--- src/design/reset_ctrl_pkg.sv ---
// Purpose: Shared constants and types for the reset controller
// Assumes: 25 MHz system clock
// Notes: Cycle counts derive from printed times
package reset_ctrl_pkg;

  localparam int CLK_MHZ = 25;
  localparam int CNT_W = 20;

  // ----------------------------------------------------------------
  // Times and cycle counts
  // ----------------------------------------------------------------
  localparam int POR_INIT_NS = 143000;
  localparam int POR_INIT_CYC = (POR_INIT_NS * CLK_MHZ + 999) / 1000;
  localparam int GLITCH_NS = 50;
  localparam int GLITCH_CYC = (GLITCH_NS * CLK_MHZ + 999) / 1000;
  localparam int WDT_PULSE_CYC = 49;
  localparam int CA_PULSE_CYC = 16;
  localparam int COMPAT_SAMPLE_DIV = 6;
  localparam int PIN_INACT_SAMPLES = 2;
  // Start-up times in us, index {crystal, fuse1, fuse0}
  localparam int SUT_US [8] = '{16, 512, 1024, 4096,
                                1024, 2048, 4096, 16384};
  localparam logic [7:0][CNT_W-1:0] SUT_CYC_TABLE = {
    CNT_W'(SUT_US[7] * CLK_MHZ), CNT_W'(SUT_US[6] * CLK_MHZ),
    CNT_W'(SUT_US[5] * CLK_MHZ), CNT_W'(SUT_US[4] * CLK_MHZ),
    CNT_W'(SUT_US[3] * CLK_MHZ), CNT_W'(SUT_US[2] * CLK_MHZ),
    CNT_W'(SUT_US[1] * CLK_MHZ), CNT_W'(SUT_US[0] * CLK_MHZ)};

  // ----------------------------------------------------------------
  // Register map
  // ----------------------------------------------------------------
  localparam logic [7:0] ADDR_POWER_CONTROL = 8'h87;
  localparam logic [7:0] ADDR_WATCHDOG_PROGRAM = 8'ha7;
  localparam logic [7:0] ADDR_WATCHDOG_RESTART = 8'ha6;
  localparam int POWER_CONTROL_REG_PD_BIT = 1;
  localparam int POWER_CONTROL_REG_POF_BIT = 4;
  localparam int POWER_CONTROL_REG_PWDEX_BIT = 5;
  localparam logic [7:0] POWER_CONTROL_REG_RESET = 8'h00;
  localparam int WATCHDOG_PROGRAM_REG_RESET_OUTPUT_DISABLE_BIT = 5;
  localparam int WATCHDOG_PROGRAM_REG_SOFT_BIT = 6;
  localparam int WATCHDOG_PROGRAM_REG_OVF_BIT = 7;
  localparam logic [7:0] WATCHDOG_PROGRAM_REG_RESET = 8'h00;
  localparam logic [7:0] SEQ_SW_FIRST = 8'h5a;
  localparam logic [7:0] SEQ_SW_SECOND = 8'ha5;
  localparam logic [7:0] SEQ_KICK_FIRST = 8'h1e;
  localparam logic [7:0] SEQ_KICK_SECOND = 8'he1;
  localparam logic [15:0] RESET_VECTOR = 16'h0000;

  typedef enum logic [1:0] {
    ST_INIT = 2'b00,
    ST_SUT = 2'b01,
    ST_PULSE = 2'b10,
    ST_RUN = 2'b11
  } rc_state_t;

  typedef struct packed {
    logic [7:0] addr;
    logic [7:0] wdata;
    logic wr;
    logic rd;
  } reg_req_t;

  typedef struct packed {
    rc_state_t state;
    logic [CNT_W-1:0] cnt;
    logic drive_b;
    logic wake_only;
    logic powerup;
    logic [1:0] por_s;
    logic [1:0] bod_s;
    logic [1:0] pin_s;
    logic [1:0] sel_s;
    logic [1:0] drove_s;
    logic [1:0] glitch;
    logic pin_act;
    logic [1:0] inact;
    logic [2:0] div6;
    logic isp;
    logic [7:0] power_control_reg;
    logic [7:0] watchdog_program_reg;
    logic seq_pend;
    logic [7:0] seq_first;
    logic kick;
    logic [7:0] rdata;
    logic core_reset;
    logic clk_hold;
  } rc_regs_t;

  localparam rc_regs_t RC_REGS_RESET = '{
    state: ST_INIT,
    cnt: CNT_W'(POR_INIT_CYC - 1),
    drive_b: 1'b1,
    drove_s: 2'b11,
    powerup: 1'b1,
    power_control_reg: 8'h10,
    core_reset: 1'b1,
    default: '0};

endpackage

--- src/design/reset_controller.sv ---
// Purpose: Reset source merge, start-up delay, reset pin handling
// Assumes: Single 25 MHz clock; detectors and pins are asynchronous
// Notes: Core resumes at the reset vector when core_reset falls
//
// Behaviour
// - Reset returns registers to initial values
// - Six sources assert the internal reset
// - Init interval, then start-up count above threshold
// - Power-on sets the power-off flag
// - Pin held active extends the reset
// - Fuses and clock source pick start-up delay
// - Same delay after brown-out and timed wake
// - Power-on always drives the reset pin
// - Brown-out resets at once, releases after delay
// - Brown-out alone never drives the pin
// - Sense select sets reset pin polarity
// - Pin pulses under 50 ns are ignored
// - Compatibility mode: sample per six, two inactive
// - Fast mode: sample each clock, two inactive
// - Held pin enables programming, fuse limits it
// - Watchdog time-out gives 49-clock pulse, pin optional
// - Watchdog reset sets the overflow flag
// - Array watchdog gives 16-clock internal pulse only
// - 5A then A5 gives soft reset, flag
// - Bad sequence resets and sets both flags
// - Soft reset drives pin unless disabled
// - Power-off flag writable, kept over warm resets
//
// Design decisions made here: the address map and the address-and-strobe port.
`timescale 1ns/1ps
`default_nettype none

module reset_controller #(
  parameter logic [7:0][reset_ctrl_pkg::CNT_W-1:0] SUT_CYCLES =
    reset_ctrl_pkg::SUT_CYC_TABLE
) (
  input wire logic clk,
  input wire logic rst_b,
  input wire reset_ctrl_pkg::reg_req_t req,
  output logic [7:0] rdata,
  input wire logic por_detect,
  input wire logic bod_low,
  input wire logic rst_pin_in,
  input wire logic reset_sense_select,
  input wire logic [1:0] startup_delay_fuses,
  input wire logic xtal_source,
  input wire logic fast_mode,
  input wire logic isp_fuse_disable,
  input wire logic hw_wdt_timeout,
  input wire logic ca_wdt_match,
  input wire logic pd_wake,
  output logic core_reset,
  output logic rst_pin_out,
  output logic rst_pin_oe_b,
  output logic isp_enable,
  output logic core_clk_hold,
  output logic wdt_kick
);

  // ----------------------------------------------------------------
  // Parameter checks
  // ----------------------------------------------------------------
  for (genvar i = 0; i < 8; i++) begin : g_chk
    if (SUT_CYCLES[i] < 1) begin : g_bad
      $error("start-up count must be at least one cycle");
    end
  end
  if (reset_ctrl_pkg::POR_INIT_CYC >= 2 ** reset_ctrl_pkg::CNT_W)
  begin : g_bad_init
    $error("init interval does not fit the counter");
  end

  localparam logic [reset_ctrl_pkg::CNT_W-1:0] INIT_LOAD =
    reset_ctrl_pkg::CNT_W'(reset_ctrl_pkg::POR_INIT_CYC - 1);
  localparam logic [reset_ctrl_pkg::CNT_W-1:0] WDT_LOAD =
    reset_ctrl_pkg::CNT_W'(reset_ctrl_pkg::WDT_PULSE_CYC - 1);
  localparam logic [reset_ctrl_pkg::CNT_W-1:0] CA_LOAD =
    reset_ctrl_pkg::CNT_W'(reset_ctrl_pkg::CA_PULSE_CYC - 1);

  function automatic logic [reset_ctrl_pkg::CNT_W-1:0] sut_load(
    input logic xtal, input logic [1:0] fuses);
    sut_load = SUT_CYCLES[{xtal, fuses}] - 1'b1;
  endfunction

  reset_ctrl_pkg::rc_regs_t st_reg;
  reset_ctrl_pkg::rc_regs_t st_next;

  logic por;
  logic bod;
  logic run;
  logic raw_act;
  logic samp;
  logic wr_rst;
  logic seq_sw;
  logic seq_kick;
  logic seq_bad;
  logic ev_hw;
  logic ev_sw;
  logic ev_ca;
  logic ev_wake;

  // ----------------------------------------------------------------
  // Event decode
  // ----------------------------------------------------------------
  assign por = st_reg.por_s[1];
  assign bod = st_reg.bod_s[1];
  assign run = st_reg.state == reset_ctrl_pkg::ST_RUN && !por && !bod;
  // Own drive must not read back as an external request
  // Synchroniser still holds own drive for two cycles after release
  assign raw_act = st_reg.drive_b && st_reg.drove_s == 2'b00 &&
    (st_reg.pin_s[1] == st_reg.sel_s[1]);
  assign samp = fast_mode || st_reg.div6 == 3'h0;
  assign wr_rst = req.wr &&
    req.addr == reset_ctrl_pkg::ADDR_WATCHDOG_RESTART;
  assign seq_sw = wr_rst && st_reg.seq_pend &&
    st_reg.seq_first == reset_ctrl_pkg::SEQ_SW_FIRST &&
    req.wdata == reset_ctrl_pkg::SEQ_SW_SECOND;
  assign seq_kick = wr_rst && st_reg.seq_pend &&
    st_reg.seq_first == reset_ctrl_pkg::SEQ_KICK_FIRST &&
    req.wdata == reset_ctrl_pkg::SEQ_KICK_SECOND;
  assign seq_bad = (wr_rst && !st_reg.seq_pend &&
    req.wdata != reset_ctrl_pkg::SEQ_SW_FIRST &&
    req.wdata != reset_ctrl_pkg::SEQ_KICK_FIRST) ||
    (wr_rst && st_reg.seq_pend && !seq_sw && !seq_kick) ||
    (req.wr && !wr_rst && st_reg.seq_pend);
  assign ev_hw = run && hw_wdt_timeout;
  assign ev_sw = run && !hw_wdt_timeout && (seq_sw || seq_bad);
  assign ev_ca = run && !hw_wdt_timeout && !seq_sw && !seq_bad &&
    ca_wdt_match;
  assign ev_wake = run && !hw_wdt_timeout && !seq_sw && !seq_bad &&
    !ca_wdt_match && pd_wake &&
    st_reg.power_control_reg[reset_ctrl_pkg::POWER_CONTROL_REG_PWDEX_BIT];

  // ----------------------------------------------------------------
  // Next state
  // ----------------------------------------------------------------
  always_comb begin
    st_next = st_reg;
    st_next.kick = seq_kick && run;
    st_next.rdata = 8'h00;
    st_next.por_s = {st_reg.por_s[0], por_detect};
    st_next.bod_s = {st_reg.bod_s[0], bod_low};
    st_next.pin_s = {st_reg.pin_s[0], rst_pin_in};
    st_next.sel_s = {st_reg.sel_s[0], reset_sense_select};
    st_next.drove_s = {st_reg.drove_s[0], !st_reg.drive_b};
    st_next.div6 = (st_reg.div6 ==
      3'(reset_ctrl_pkg::COMPAT_SAMPLE_DIV - 1)) ? 3'h0 :
      st_reg.div6 + 3'h1;

    // Pin filter and synchronous release
    if (raw_act) begin
      st_next.inact = 2'h0;
      if (st_reg.glitch < 2'(reset_ctrl_pkg::GLITCH_CYC)) begin
        st_next.glitch = st_reg.glitch + 2'h1;
      end
      if (st_next.glitch >= 2'(reset_ctrl_pkg::GLITCH_CYC)) begin
        st_next.pin_act = 1'b1;
      end
    end else begin
      st_next.glitch = 2'h0;
      if (samp && st_reg.pin_act) begin
        if (st_reg.inact ==
            2'(reset_ctrl_pkg::PIN_INACT_SAMPLES - 1)) begin
          st_next.pin_act = 1'b0;
          st_next.inact = 2'h0;
        end else begin
          st_next.inact = st_reg.inact + 2'h1;
        end
      end
    end

    // Register writes, ahead of hardware sets
    if (req.wr && req.addr == reset_ctrl_pkg::ADDR_POWER_CONTROL) begin
      st_next.power_control_reg = req.wdata;
    end
    if (req.wr &&
        req.addr == reset_ctrl_pkg::ADDR_WATCHDOG_PROGRAM) begin
      st_next.watchdog_program_reg = req.wdata;
    end
    if (wr_rst) begin
      st_next.seq_pend = !st_reg.seq_pend &&
        (req.wdata == reset_ctrl_pkg::SEQ_SW_FIRST ||
         req.wdata == reset_ctrl_pkg::SEQ_KICK_FIRST);
      st_next.seq_first = req.wdata;
    end else if (req.wr) begin
      st_next.seq_pend = 1'b0;
    end
    if (pd_wake) begin
      st_next.power_control_reg[reset_ctrl_pkg::POWER_CONTROL_REG_PD_BIT] = 1'b0;
    end
    if (req.rd) begin
      unique case (req.addr)
        reset_ctrl_pkg::ADDR_POWER_CONTROL:
          st_next.rdata = st_reg.power_control_reg;
        reset_ctrl_pkg::ADDR_WATCHDOG_PROGRAM:
          st_next.rdata = st_reg.watchdog_program_reg;
        default:
          st_next.rdata = 8'h00;
      endcase
    end

    // Reset sequencer
    if (por) begin
      st_next.state = reset_ctrl_pkg::ST_INIT;
      st_next.cnt = INIT_LOAD;
      st_next.drive_b = 1'b0;
      st_next.powerup = 1'b1;
      st_next.wake_only = 1'b0;
      st_next.power_control_reg[reset_ctrl_pkg::POWER_CONTROL_REG_POF_BIT] = 1'b1;
      st_next.watchdog_program_reg = reset_ctrl_pkg::WATCHDOG_PROGRAM_REG_RESET;
    end else if (bod) begin
      st_next.state = reset_ctrl_pkg::ST_SUT;
      st_next.cnt = sut_load(xtal_source, startup_delay_fuses);
      st_next.drive_b = 1'b1;
      st_next.wake_only = 1'b0;
    end else begin
      unique case (st_reg.state)
        reset_ctrl_pkg::ST_INIT: begin
          st_next.drive_b = 1'b1;
          if (st_reg.cnt == '0) begin
            st_next.state = reset_ctrl_pkg::ST_SUT;
            st_next.cnt = sut_load(xtal_source, startup_delay_fuses);
          end else begin
            st_next.cnt = st_reg.cnt - 1'b1;
          end
        end
        reset_ctrl_pkg::ST_SUT: begin
          if (st_reg.cnt == '0) begin
            st_next.state = reset_ctrl_pkg::ST_RUN;
            st_next.wake_only = 1'b0;
          end else begin
            st_next.cnt = st_reg.cnt - 1'b1;
          end
        end
        reset_ctrl_pkg::ST_PULSE: begin
          if (st_reg.cnt == '0) begin
            st_next.state = reset_ctrl_pkg::ST_RUN;
            st_next.drive_b = 1'b1;
          end else begin
            st_next.cnt = st_reg.cnt - 1'b1;
          end
        end
        reset_ctrl_pkg::ST_RUN: begin
          if (ev_hw) begin
            st_next.state = reset_ctrl_pkg::ST_PULSE;
            st_next.cnt = WDT_LOAD;
            st_next.drive_b =
              st_reg.watchdog_program_reg[reset_ctrl_pkg::WATCHDOG_PROGRAM_REG_RESET_OUTPUT_DISABLE_BIT];
            st_next.watchdog_program_reg[reset_ctrl_pkg::WATCHDOG_PROGRAM_REG_OVF_BIT] = 1'b1;
          end else if (ev_sw) begin
            st_next.state = reset_ctrl_pkg::ST_PULSE;
            st_next.cnt = WDT_LOAD;
            st_next.drive_b =
              st_reg.watchdog_program_reg[reset_ctrl_pkg::WATCHDOG_PROGRAM_REG_RESET_OUTPUT_DISABLE_BIT];
            st_next.watchdog_program_reg[reset_ctrl_pkg::WATCHDOG_PROGRAM_REG_SOFT_BIT] = 1'b1;
            if (seq_bad) begin
              st_next.watchdog_program_reg[reset_ctrl_pkg::WATCHDOG_PROGRAM_REG_OVF_BIT] = 1'b1;
            end
          end else if (ev_ca) begin
            st_next.state = reset_ctrl_pkg::ST_PULSE;
            st_next.cnt = CA_LOAD;
            st_next.drive_b = 1'b1;
          end else if (ev_wake) begin
            st_next.state = reset_ctrl_pkg::ST_SUT;
            st_next.cnt = sut_load(xtal_source, startup_delay_fuses);
            st_next.wake_only = 1'b1;
          end
        end
      endcase
    end

    // Merged reset and register re-initialisation
    st_next.core_reset = st_next.pin_act ||
      (st_next.state != reset_ctrl_pkg::ST_RUN && !st_next.wake_only);
    st_next.clk_hold = st_next.wake_only &&
      st_next.state == reset_ctrl_pkg::ST_SUT;
    if (st_next.core_reset) begin
      // Power-off flag and cause flags survive warm resets
      st_next.power_control_reg = reset_ctrl_pkg::POWER_CONTROL_REG_RESET;
      st_next.power_control_reg[reset_ctrl_pkg::POWER_CONTROL_REG_POF_BIT] =
        st_next.power_control_reg[reset_ctrl_pkg::POWER_CONTROL_REG_POF_BIT] |
        (por | st_reg.power_control_reg[reset_ctrl_pkg::POWER_CONTROL_REG_POF_BIT]);
      st_next.watchdog_program_reg[reset_ctrl_pkg::WATCHDOG_PROGRAM_REG_RESET_OUTPUT_DISABLE_BIT:0] =
        reset_ctrl_pkg::WATCHDOG_PROGRAM_REG_RESET[reset_ctrl_pkg::WATCHDOG_PROGRAM_REG_RESET_OUTPUT_DISABLE_BIT:0];
      st_next.seq_pend = 1'b0;
    end else begin
      st_next.powerup = 1'b0;
    end
    st_next.isp = st_next.pin_act && (!isp_fuse_disable ||
      st_reg.powerup || st_reg.isp);
  end

  always_ff @(posedge clk) begin
    if (!rst_b) begin
      st_reg <= reset_ctrl_pkg::RC_REGS_RESET;
    end else begin
      st_reg <= st_next;
    end
  end

  assign rdata = st_reg.rdata;
  assign core_reset = st_reg.core_reset;
  assign rst_pin_out = st_reg.sel_s[1];
  assign rst_pin_oe_b = st_reg.drive_b;
  assign isp_enable = st_reg.isp;
  assign core_clk_hold = st_reg.clk_hold;
  assign wdt_kick = st_reg.kick;
endmodule

`default_nettype wire

--- config.mk ---
export PLATFORM = sky130hd
export DESIGN_NAME = reset_controller
export DESIGN_NICKNAME = d
export VERILOG_FILES = /design/src/design/reset_ctrl_pkg.sv /design/src/design/reset_controller.sv
export SDC_FILE = /design/constraint.sdc
export NUM_CORES = 1
export LEC_CHECK = 0
export ABC_AREA = 1
export ABC_CLOCK_PERIOD_IN_PS = 6500
export BUFFER_PORTS_ARGS = -buffer_cell sky130_fd_sc_hd__buf_4
export CAP_MARGIN = 20
export CORE_ASPECT_RATIO = 0.5
export CORE_MARGIN = 10
export CORE_UTILIZATION = 55
export DETAILED_ROUTE_END_ITERATION = 7
export PLACE_DENSITY = 0.75
export SKIP_LAST_GASP = 1
export SYNTH_ARGS = -nofsm -noshare
export SYNTH_HDL_FRONTEND = slang
export SYNTH_SLANG_ARGS = --single-unit
--- constraint.sdc ---
create_clock -name clk -period 6.5 [get_ports clk]
set_input_delay 1.95 -clock clk [delete_from_list [all_inputs] [get_ports clk]]
set_output_delay 1.95 -clock clk [all_outputs]
set_load 0.1 [all_outputs]
# ---- Word-level counts from Yosys, hierarchy flattened
# Memories as Yosys holds them, arrays and structs flattened.
# Cells that the tools add are included.
dict set report op_classes {
  n_addsub 5
  magnitude_cmp 3
  eq_ne 24
  mux 44
  n_bitwise 2
  reduce_logical 72
}
# op count
set op_table {}
lappend op_table {{22-bit case mux with 3 select lines} 1}
lappend op_table {{20-bit 2-to-1 mux} 3}
lappend op_table {{24-bit 2-to-1 mux} 2}
lappend op_table {{23-bit 2-to-1 mux} 2}
lappend op_table {{22-bit 2-to-1 mux} 2}
lappend op_table {{8-bit == test (second input constant)} 5}
lappend op_table {{20-bit by 1-bit subtractor with 20-bit output (second input constant)} 2}
lappend op_table {{1-bit logical AND} 34}
lappend op_table {{20-bit zero test} 1}
lappend op_table {{1-bit 2-to-1 mux} 18}
lappend op_table {{8-bit by 5-bit == test with 1-bit output (second input constant)} 2}
lappend op_table {{8-bit by 7-bit == test with 1-bit output (second input constant)} 2}
lappend op_table {{2-bit 2-to-1 mux} 8}
lappend op_table {{8-bit case mux with 2 select lines} 1}
lappend op_table {{1-bit zero test} 12}
lappend op_table {{6-bit != test (second input constant)} 2}
lappend op_table {{5-bit 2-to-1 mux} 2}
lappend op_table {{2-bit OR reduction} 5}
lappend op_table {{1-bit logical OR} 8}
lappend op_table {{8-bit 2-to-1 mux} 1}
lappend op_table {{8-bit by 5-bit != test with 1-bit output (second input constant)} 1}
lappend op_table {{8-bit by 7-bit != test with 1-bit output (second input constant)} 1}
lappend op_table {{2-bit by 1-bit == test with 1-bit output (second input constant)} 3}
lappend op_table {{3-bit 2-to-1 mux} 2}
lappend op_table {{23 further kinds} 30}
dict set report totals {
  register_bits 80
  mem_bits_ro 160
  input_bits 32
  out_inout_bits 14
  wordCells 177
  mem_count 1
}
# memory words word_bits read_ports rd_clocked_by_memory_dff write_ports line_no
set memory_table {}
lappend memory_table {{(no name shown)} 8 20 1 0 0 reset_controller.sv:82} ;# sut_load = SUT_CYCLES[{xtal, fuses}] - 1'b1;

# ---- Longest topological paths before layout
# Gate-level depths: netlist (run 1).
dict set report depth {
  depth_word 26
  ltp_mapped 21
  ltp_nobuf 21
}

# ---- Worst setup path before layout (run 1)
# Ideal clock, no wire load.
dict set report synth_timing {
  path_type {input -> register}
  from {input port req[13] (netlist name)}
  to {register st_reg[25] (netlist name)}
  arrival_ns 3.498
  required_ns 6.381
  path_slack_ns 2.884
  stages 17
  path_cell_list {inv_1 > nand2_1 > nor2_1 > nand2_2 > nand2_1 > nand2_1 > nor2_2 > nand3_4 > nand2_1 > nand2_1 > o21ai_0 > nand2_1 > nand3_1 > nand2_2 > nand3_4 > buf_6 > nor2_2}
}
dict set report synth_between {
  elab_chain_cells 26
  elab_cells_between_ends 47
}
# element line_no
set synth_lines {}
lappend synth_lines {{start: declaration} reset_controller.sv:39} ;# input wire reset_ctrl_pkg::reg_req_t req,
lappend synth_lines {{8-bit == test} reset_controller.sv:114} ;# req.addr == reset_ctrl_pkg::ADDR_WATCHDOG_RESTART;
lappend synth_lines {{1-bit logical AND} reset_controller.sv:113} ;# assign wr_rst = req.wr &&
lappend synth_lines {{1-bit logical AND} {reset_controller.sv:115, reset_controller.sv:118, reset_controller.sv:124}}
lappend synth_lines {{1-bit logical AND} reset_controller.sv:115} ;# assign seq_sw = wr_rst && st_reg.seq_pend &&
lappend synth_lines {{1-bit logical AND} reset_controller.sv:116} ;# st_reg.seq_first == reset_ctrl_pkg::SEQ_SW_FIRST &&
lappend synth_lines {{1-bit zero test} {reset_controller.sv:124, reset_controller.sv:128, reset_controller.sv:130}}
lappend synth_lines {{1-bit logical AND (2 in a row)} reset_controller.sv:124} ;# (wr_rst && st_reg.seq_pend && !seq_sw && !seq_kick) ||
lappend synth_lines {{1-bit logical OR} reset_controller.sv:123} ;# req.wdata != reset_ctrl_pkg::SEQ_KICK_FIRST) ||
lappend synth_lines {{(+9 left out)} --}
lappend synth_lines {{23-bit 2-to-1 mux / 1-bit 2-to-1 mux (equally long branches)} reset_controller.sv:244} ;# if (ev_hw) begin
lappend synth_lines {{22-bit case mux with 3 select lines / 1-bit case mux with 2 select lines (equally long branches)} reset_controller.sv:217} ;# unique case (st_reg.state)
lappend synth_lines {{24-bit 2-to-1 mux} reset_controller.sv:211} ;# end else if (bod) begin
lappend synth_lines {{24-bit 2-to-1 mux} reset_controller.sv:203} ;# if (por) begin
lappend synth_lines {{2-bit != test / 1-bit zero test (equally long branches)} reset_controller.sv:274} ;# (st_next.state != reset_ctrl_pkg::ST_RUN && !st_next.wake_only);
lappend synth_lines {{1-bit logical AND} reset_controller.sv:274}
lappend synth_lines {{1-bit logical OR} reset_controller.sv:273} ;# st_next.core_reset = st_next.pin_act ||
lappend synth_lines {{3-bit OR reduction (no source line)} --}
lappend synth_lines {{end signal: assignment} reset_controller.sv:295} ;# st_reg <= reset_ctrl_pkg::RC_REGS_RESET;
lappend synth_lines {{end signal: assignment} reset_controller.sv:297} ;# st_reg <= st_next;
lappend synth_lines {{end: declaration} reset_controller.sv:85} ;# reset_ctrl_pkg::rc_regs_t st_reg;
# Parallel ways exist; a longest one is shown, timed or not. The select of a mux whose other input is x is not followed.
# A chain may end at the register's enable or synchronous reset.

# ---- Worst setup path after layout (run 1)
dict set report layout_timing {
  from {input port req[17] (netlist name)}
  to {register st_reg[65] (netlist name)}
}
dict set report layout_between {
  elab_chain_cells 18
  elab_cells_between_ends 35
}
# element line_no
set layout_lines {}
lappend layout_lines {{8-bit == test *} reset_controller.sv:114}
lappend layout_lines {{1-bit logical AND *} reset_controller.sv:113}
lappend layout_lines {{1-bit logical AND} {reset_controller.sv:115, reset_controller.sv:118, reset_controller.sv:124}}
lappend layout_lines {{1-bit logical AND} reset_controller.sv:115}
lappend layout_lines {{1-bit logical AND} reset_controller.sv:116}
lappend layout_lines {{1-bit zero test} {reset_controller.sv:124, reset_controller.sv:128, reset_controller.sv:130}}
lappend layout_lines {{1-bit logical AND (2 in a row)} reset_controller.sv:124}
lappend layout_lines {{1-bit logical OR} reset_controller.sv:123}
lappend layout_lines {{1-bit logical OR} reset_controller.sv:124}
lappend layout_lines {{1-bit zero test} {reset_controller.sv:128, reset_controller.sv:130}}
lappend layout_lines {{1-bit logical AND} {reset_controller.sv:128, reset_controller.sv:130}}
lappend layout_lines {{1-bit logical AND} reset_controller.sv:128} ;# assign ev_ca = run && !hw_wdt_timeout && !seq_sw && !seq_bad &&
lappend layout_lines {{22-bit 2-to-1 mux} reset_controller.sv:259} ;# end else if (ev_ca) begin
lappend layout_lines {{23-bit 2-to-1 mux} reset_controller.sv:250} ;# end else if (ev_sw) begin
lappend layout_lines {{23-bit 2-to-1 mux} reset_controller.sv:244}
lappend layout_lines {{22-bit case mux with 3 select lines} reset_controller.sv:217}
lappend layout_lines {{24-bit 2-to-1 mux} reset_controller.sv:211}
# Mark *: on every way between the ends. The rest lies on a longest branch, timed or not.

==> results.md, run 1 <==
* Resize count post-CTS at 0
* Final WS setup at 2.20 ns
* Htree depth at 3
* Syn Area/Cell at 6.83 um^2
* F_max at 232 MHz
* Yosys Warn Count at 0
* Max Cap Viol at 0
* Crit Path Category: in2reg
* Clk sink count at 80
* Setup Fix Bufs, Post-CTS at 0
* Peak VDD IR at 0.000151 V
* GP Congestion at 0.937
* Seq/Total Area, Yosys at 35.7%
* Vias at 4350
* RSZ-0062 raised after global routing: no
* Vias in the first global route at 3876
* 1st-pass router iterations at 5
* Crit Path Max Fanout at 26
* Yosys reg bits at 80
* Hpwl dp at 8040 um
* Crit path DAT at 4.52 ns
* I/O pin total at 46
* Die width at 148 um
* Commonest non-fill, non-tap cell in the layout: nand2_1
* Fin crit share at 66.2%
* Clock Latency Late Sink at 0.34 ns
* Final worst path period need at 4.30 ns
* Synth Cell Area at 0.00448 mm^2
* Post-synthesis cell count at 656
* Die Area at 0.0124 mm^2
* Critical path, cell by cell: buf_4 -> nand2_1 -> nor2_1 -> buf_4 -> nand2_2 -> nor2_4 -> nand3_1 -> nand2_1 -> nor2_2 -> nand3_4 -> nand2_1 -> o21a_2 -> inv_2 -> nor2_1 -> o21ai_1 -> nor2_1 -> o21ai_0
* Crit path max-delay cell type: o21a_2
* Setup total negative slack at 0 ns
* Core Region at 0.00797 mm^2
* Final hold slack at 0.411 ns
* Share of layout cells above drive strength 1 at 13.5%
* Worst Setup End Kind: flop
* Std cell rows at 23
* CTS tree: done
* Total Routed Length at 11100 um
* Die H at 83.8 um
* Area leader, netlist: dfxtp_1
* Yosys cell types at 44
* Initial Util at 56.2%
* Root Buffer: clkbuf_16
* Max incr delay on CP at 0.46 ns
* Initial antenna violation count at 0
* Most frequent cells in the layout: nand2_1, inv_1, nor2_1, dfxtp_1, o21ai_0
* CTS Hold Bufs at 0
* Required time of the critical path at 6.71 ns
* Worst Setup Start Kind: input pin
* DR vias/cell at 5.40
* Clock Tree Buf Depth at 2
* Layout area overhead at 15.7%
* Clock Skew at 0.00554 ns
* Power density over the cells at 246 mW/mm^2
* DR WL/cell at 13.8 um
* Synth area leaders: dfxtp_1, nand2_1, inv_1, nor2_1, o21ai_0
* # fillers at 707
* N_diodes at 0
* First-pass GRT wire length at 18200 um
* Largest register FFs at 59
* Setup Viol. Count Final at 0
* Largest net degree at the start of global routing at 27
* Min-delay worst type: reg2reg
* Tightest Pin Transition at 1.10 ns
* Final hold vios at 0
* Fin util at 65.0%
* Top-area cell type share of the netlist area at 35.7%
* Syn Nets at 703
* Leakage at 2.25 nW
* DRC at 0
* Max-slew headroom at 26.3%
* Placement Setup Slack at 1.91 ns
* Design Power at 1.28 mW
* Nets at 737
* TritonCTS Buffers at 9
* Async S/R FF share, synth at 0%
* Initial DRC count at 433
* Post-synth EDFFs at 0
* Overflow after GRT at 0
* Slew Viols, Final at 0
* Final ANT Viol Nets at 0
* Primary FF master, synth: dfxtp_1
* Tot GR Track Use at 17.4%
* Status: finished, final reports clean
* Clock transition at the registers of the reported paths at 0.06 ns
* # port buffers at 45
-- worst max-delay path: cells and delay by family --
family	cells	cell delay, ns
AND/OR/NAND/NOR	11	1.39
AO/OA/AOI/OAI	3	0.66
buffers and inverters	3	0.50
-- cells in the mapped netlist (all sizes together), types with 4 or more instances --
master,n
a21oi,40
a31oi,9
buf,14
clkbuf,11
dfxtp,80
ha,15
inv,90
nand2,120
nand3,45
nand4,7
nor2,97
nor3,17
o211ai,4
o21ai,61
o31ai,4
xnor2,7
xor2,9
-- metrics by stage --
stage	area, um^2	cells
after floorplan	4480	656
after global placement	4840	791
after detailed placement	4840	791
after CTS	5180	806
after global routing	5180	806
final	5180	806
-- layer usage --
| layer | wire length (um) | track usage (%) | part of all wire [%] | up-vias |
|---|---|---|---|---|
| li1 | - | - | - | 2200 |
| met1 | 5140 | 21.7 | 46 | 1977 |
| met3 | 676 | 4.49 | 6.1 | 20 |
| met4 | 170 | 5.46 | 1.5 | 0 |
| met5 | 0 | 0 | 0 | - |
| met2 | 5120 | 28.7 | 46 | 153 |
-- layout make-up --
| cell class | count | area, um^2 | share of cell area, % |
|---|---|---|---|
| sequential | 80 | 1600 | 30.9 |
| tap | 112 | 140 | 2.70 |
| clock buffer | 9 | 225 | 4.34 |
| clock inverter | 6 | 116 | 2.24 |
| inverter | 91 | 342 | 6.59 |
| timing repair buffer | 48 | 360 | 6.95 |
| multi-input combinational | 460 | 2400 | 46.3 |
-- where the power goes --
part	switching, mW	leakage (nW)	internal, mW
registers	0.0172	0.651	0.509
clock network	0.205	0.166	0.376
logic	0.106	1.44	0.0626
total	0.328	2.25	0.947
-- kinds of logic after synthesis --
logic type                 share of synthesized area, %
adders and majority gates                          4.19
DFF                                                35.7
AOI/OAI and AO/OA                                  16.3
xor gates and xnor gates                           3.13
buffers and inverters                              10.7
and+or+nand+nor                                    29.9
-- path summary, 6_finish.rpt --
kind | cells past startpoint | to | slack, ns | from
worst max-delay path | 17 | st_reg[65]$_SDFFE_PP1P_ | 2.20 | req[17]
worst min register to register | 2 | st_reg[50]$_SDFF_PN0_ | 0.41 | st_next[50]$_SDFF_PN0_
worst max register to register | 13 | st_reg[65]$_SDFFE_PP1P_ | 3.43 | st_reg[79]$_SDFF_PN0_
worst min-delay path | 2 | st_reg[50]$_SDFF_PN0_ | 0.41 | st_next[50]$_SDFF_PN0_
No activity file was read; power rests on OpenSTA's default activity.
==> run 2: changes to the inputs <==
--- a/config.mk
+++ b/config.mk
@@ -6,7 +6,7 @@
 export NUM_CORES = 1
 export LEC_CHECK = 0
 export ABC_AREA = 1
-export ABC_CLOCK_PERIOD_IN_PS = 6500
+export ABC_CLOCK_PERIOD_IN_PS = 4200
 export BUFFER_PORTS_ARGS = -buffer_cell sky130_fd_sc_hd__buf_4
 export CAP_MARGIN = 20
 export CORE_ASPECT_RATIO = 0.5
==> constraint.sdc (replaced) <==
create_clock -name clk -period 4.2 [get_ports clk]
set_input_delay 1.26 -clock clk [delete_from_list [all_inputs] [get_ports clk]]
set_output_delay 1.26 -clock clk [all_outputs]
set_load 0.1 [all_outputs]
==> run 2 against run 1 <==
Clock power up 34%. Global-route usage barely moved. Power up 45%. First-iteration DRC count is 3.5% higher. Highest routed layer unchanged. Sequential share of layout area increased by 0.11 points. Critical endpoint is now st_reg[55]$_SDFFE_PN1P_. Final area is 0.36% lower.
==> results.md, run 2 (synthesized netlist as in run 1, its figures left out) <==
* I/O pin total at 46 (unchanged)
* Max-slew headroom at 44.0% (was 26.3%)
* Nets at 740 (was 737)
* Max incr delay on CP at 0.28 ns (was 0.46 ns)
* Worst Setup End Kind: flop (unchanged)
* Power density over the cells at 359 mW/mm^2 (was 246 mW/mm^2)
* Clk sink count at 80 (unchanged)
* RR Startpoint: st_reg[79]$_SDFF_PN0_ (unchanged)
* Initial DRC count at 448 (was 433)
* Crit path DAT at 3.48 ns (was 4.52 ns)
* Htree depth at 3 (unchanged)
* Final hold vios at 0 (unchanged)
* Required time of the critical path at 4.43 ns (was 6.71 ns)
* Final ANT Viol Nets at 0 (unchanged)
* Clock Skew at 0.00963 ns (was 0.00554 ns)
* Reg2Reg Capture Point: st_reg[55]$_SDFFE_PN1P_ (was st_reg[65]$_SDFFE_PP1P_)
* Crit Path Max Fanout at 17 (was 26)
* Tightest Pin Transition at 0.837 ns (was 1.10 ns)
* Hold endpoint: bod$_SDFF_PN0_ (was st_reg[50]$_SDFF_PN0_)
* Hpwl dp at 8110 um (was 8040 um)
* CTS tree: done (unchanged)
* Leakage at 2.27 nW (was 2.25 nW)
* R2R depth at 16 (was 13)
* Setup total negative slack at 0 ns (unchanged)
* Crit-path leading delay family: simple AND/OR/NAND/NOR gates (unchanged)
* Die H at 83.8 um (unchanged)
* GP Congestion at 0.895 (was 0.937)
* F_max at 307 MHz
* Most frequent cells in the layout: nand2_1, inv_1, nor2_1, dfxtp_1, o21ai_0 (unchanged)
* Max Cap Viol at 0 (unchanged)
* Final worst path period need at 3.25 ns
* Core Region at 0.00797 mm^2 (unchanged)
* Worst Hold Depth at 2 (unchanged)
* Root Buffer: clkbuf_16 (unchanged)
* 1st-pass router iterations at 5 (unchanged)
* Total Routed Length at 11100 um (about the same)
* Min-delay worst type: reg2reg (unchanged)
* Vias in the first global route at 3902 (was 3876)
* DRC at 0 (unchanged)
* Crit Path Category: in2reg (unchanged)
* Layout area overhead at 15.2% (was 15.7%)
* Peak VDD IR at 0.000239 V (was 0.000151 V)
* Setup Viol. Count Final at 0 (unchanged)
* # port buffers at 45 (unchanged)
* Clock Latency Late Sink at 0.34 ns (about the same)
* Share of layout cells above drive strength 1 at 13.8% (was 13.5%)
* DR vias/cell at 5.37 (was 5.40)
* DR WL/cell at 13.7 um (was 13.8 um)
* Std cell rows at 23 (unchanged)
* N_diodes at 0 (unchanged)
* Buf/Inv on CP at 3 (unchanged)
* Tot GR Track Use at 17.4% (about the same)
* Initial Util at 56.2% (unchanged)
* Vias at 4349 (was 4350)
* Overflow after GRT at 0 (unchanged)
* Commonest non-fill, non-tap cell in the layout: nand2_1 (unchanged)
* Final hold slack at 0.416 ns (was 0.411 ns)
* Critical path, cell by cell: buf_4 -> inv_1 -> nand2_1 -> nor2_1 -> nand2_2 -> nor2_4 -> nand3_1 -> nand2_1 -> nor2_2 -> nand3_2 -> nand3_1 -> nor2_1 -> nor2_1 -> nor2_2 -> nand3_1 -> nand2_2 -> nand3_4 -> o21ai_0 -> inv_1 (was buf_4 -> nand2_1 -> nor2_1 -> buf_4 -> nand2_2 -> nor2_4 -> nand3_1 -> nand2_1 -> nor2_2 -> nand3_4 -> nand2_1 -> o21a_2 -> inv_2 -> nor2_1 -> o21ai_1 -> nor2_1 -> o21ai_0)
* First-pass GRT wire length at 18400 um (was 18200 um)
* Resize count post-CTS at 0 (unchanged)
* Clock transition at the registers of the reported paths at 0.06 ns (about the same)
* Initial antenna violation count at 0 (unchanged)
* Reg2reg setup slack at 1.44 ns (was 3.43 ns)
* CTS Hold Bufs at 0 (unchanged)
* Clock Tree Buf Depth at 2 (unchanged)
* Die Area at 0.0124 mm^2 (unchanged)
* Largest net degree at the start of global routing at 26 (was 27)
* Crit path max-delay cell type: nor2_4 (was o21a_2)
* Slew Viols, Final at 0 (unchanged)
* Setup Fix Bufs, Post-CTS at 0 (unchanged)
* RSZ-0062 raised after global routing: no (unchanged)
* Die width at 148 um (unchanged)
* Status: finished, final reports clean (unchanged)
* Hold path start: st_next[52]$_SDFF_PN0_ (was st_next[50]$_SDFF_PN0_)
* TritonCTS Buffers at 9 (unchanged)
* Fin crit share at 77.4%
* Worst Setup Start Kind: input pin (unchanged)
* Largest register FFs at 59 (unchanged)
[run 2: area by class of cell]
class	count	area (um^2)
fill	709	2810
timing repair buffer	51	388
clock buffer	10	229
sequential	80	1600
tap	112	140
inverter	91	342
multi-input combinational	460	2400
clock inverter	6	66.3
[run 2: power by group]
group	leakage (nW)	switching, mW	total [mW]	internal (mW)
clock network	0.147	0.316	0.779	0.464
logic	1.47	0.162	0.259	0.0976
registers	0.651	0.0273	0.815	0.787
[run 2: worst max path at each step]
stage | start | to | slack (ns) | depth (start not counted)
floorplan | req[13] | st_reg[25]$_SDFFE_PP0P_ | 1.27 | 17
CTS | req[13] | st_reg[55]$_SDFFE_PN1P_ | 0.98 | 19
finish | req[13] | st_reg[55]$_SDFFE_PN1P_ | 0.95 | 19
detailed placement | req[13] | st_reg[55]$_SDFFE_PN1P_ | 0.66 | 19
global route | req[13] | st_reg[55]$_SDFFE_PN1P_ | 0.66 | 19
global placement | req[13] | st_reg[55]$_SDFFE_PN1P_ | 0.74 | 19
[run 2: worst register-to-register path, stage by stage, from the launching register on]
cell	delay [ns]
dfxtp_1	0.44
ha_1	0.39
inv_2	0.06
nor3_2	0.28
nand2_2	0.10
a21oi_2	0.20
nand3_4	0.17
nand2_1	0.10
inv_1	0.04
nor2_1	0.09
nor2_1	0.06
nor2_2	0.10
nand3_1	0.09
nand2_2	0.10
nand3_4	0.22
o21ai_0	0.16
inv_1	0.05
[run 2: routing by layer]
layer	wire (um)	up-vias	GRT usage (%)	part of all wire [%]
li1	-	2209	-	-
met1	5230	1980	22.6	47
met2	5030	146	27.9	45
met3	735	14	4.60	6.6
met4	106	0	4.47	0.96
met5	0	-	0	0
[run 2: per-stage QoR]
stage          instances  util (%)  power (mW)  worst slack, ns  cell area, um^2
2_1_floorplan        656         -        1.01             1.27             4480
3_3_place_gp         793      60.9        1.08            0.743             4860
3_5_place_dp         793      60.9        1.08            0.663             4860
4_1_cts              809      64.6        1.86            0.982             5150
5_1_grt              810      64.8        1.93            0.663             5160
6_report             810      64.8        1.85            0.948             5160
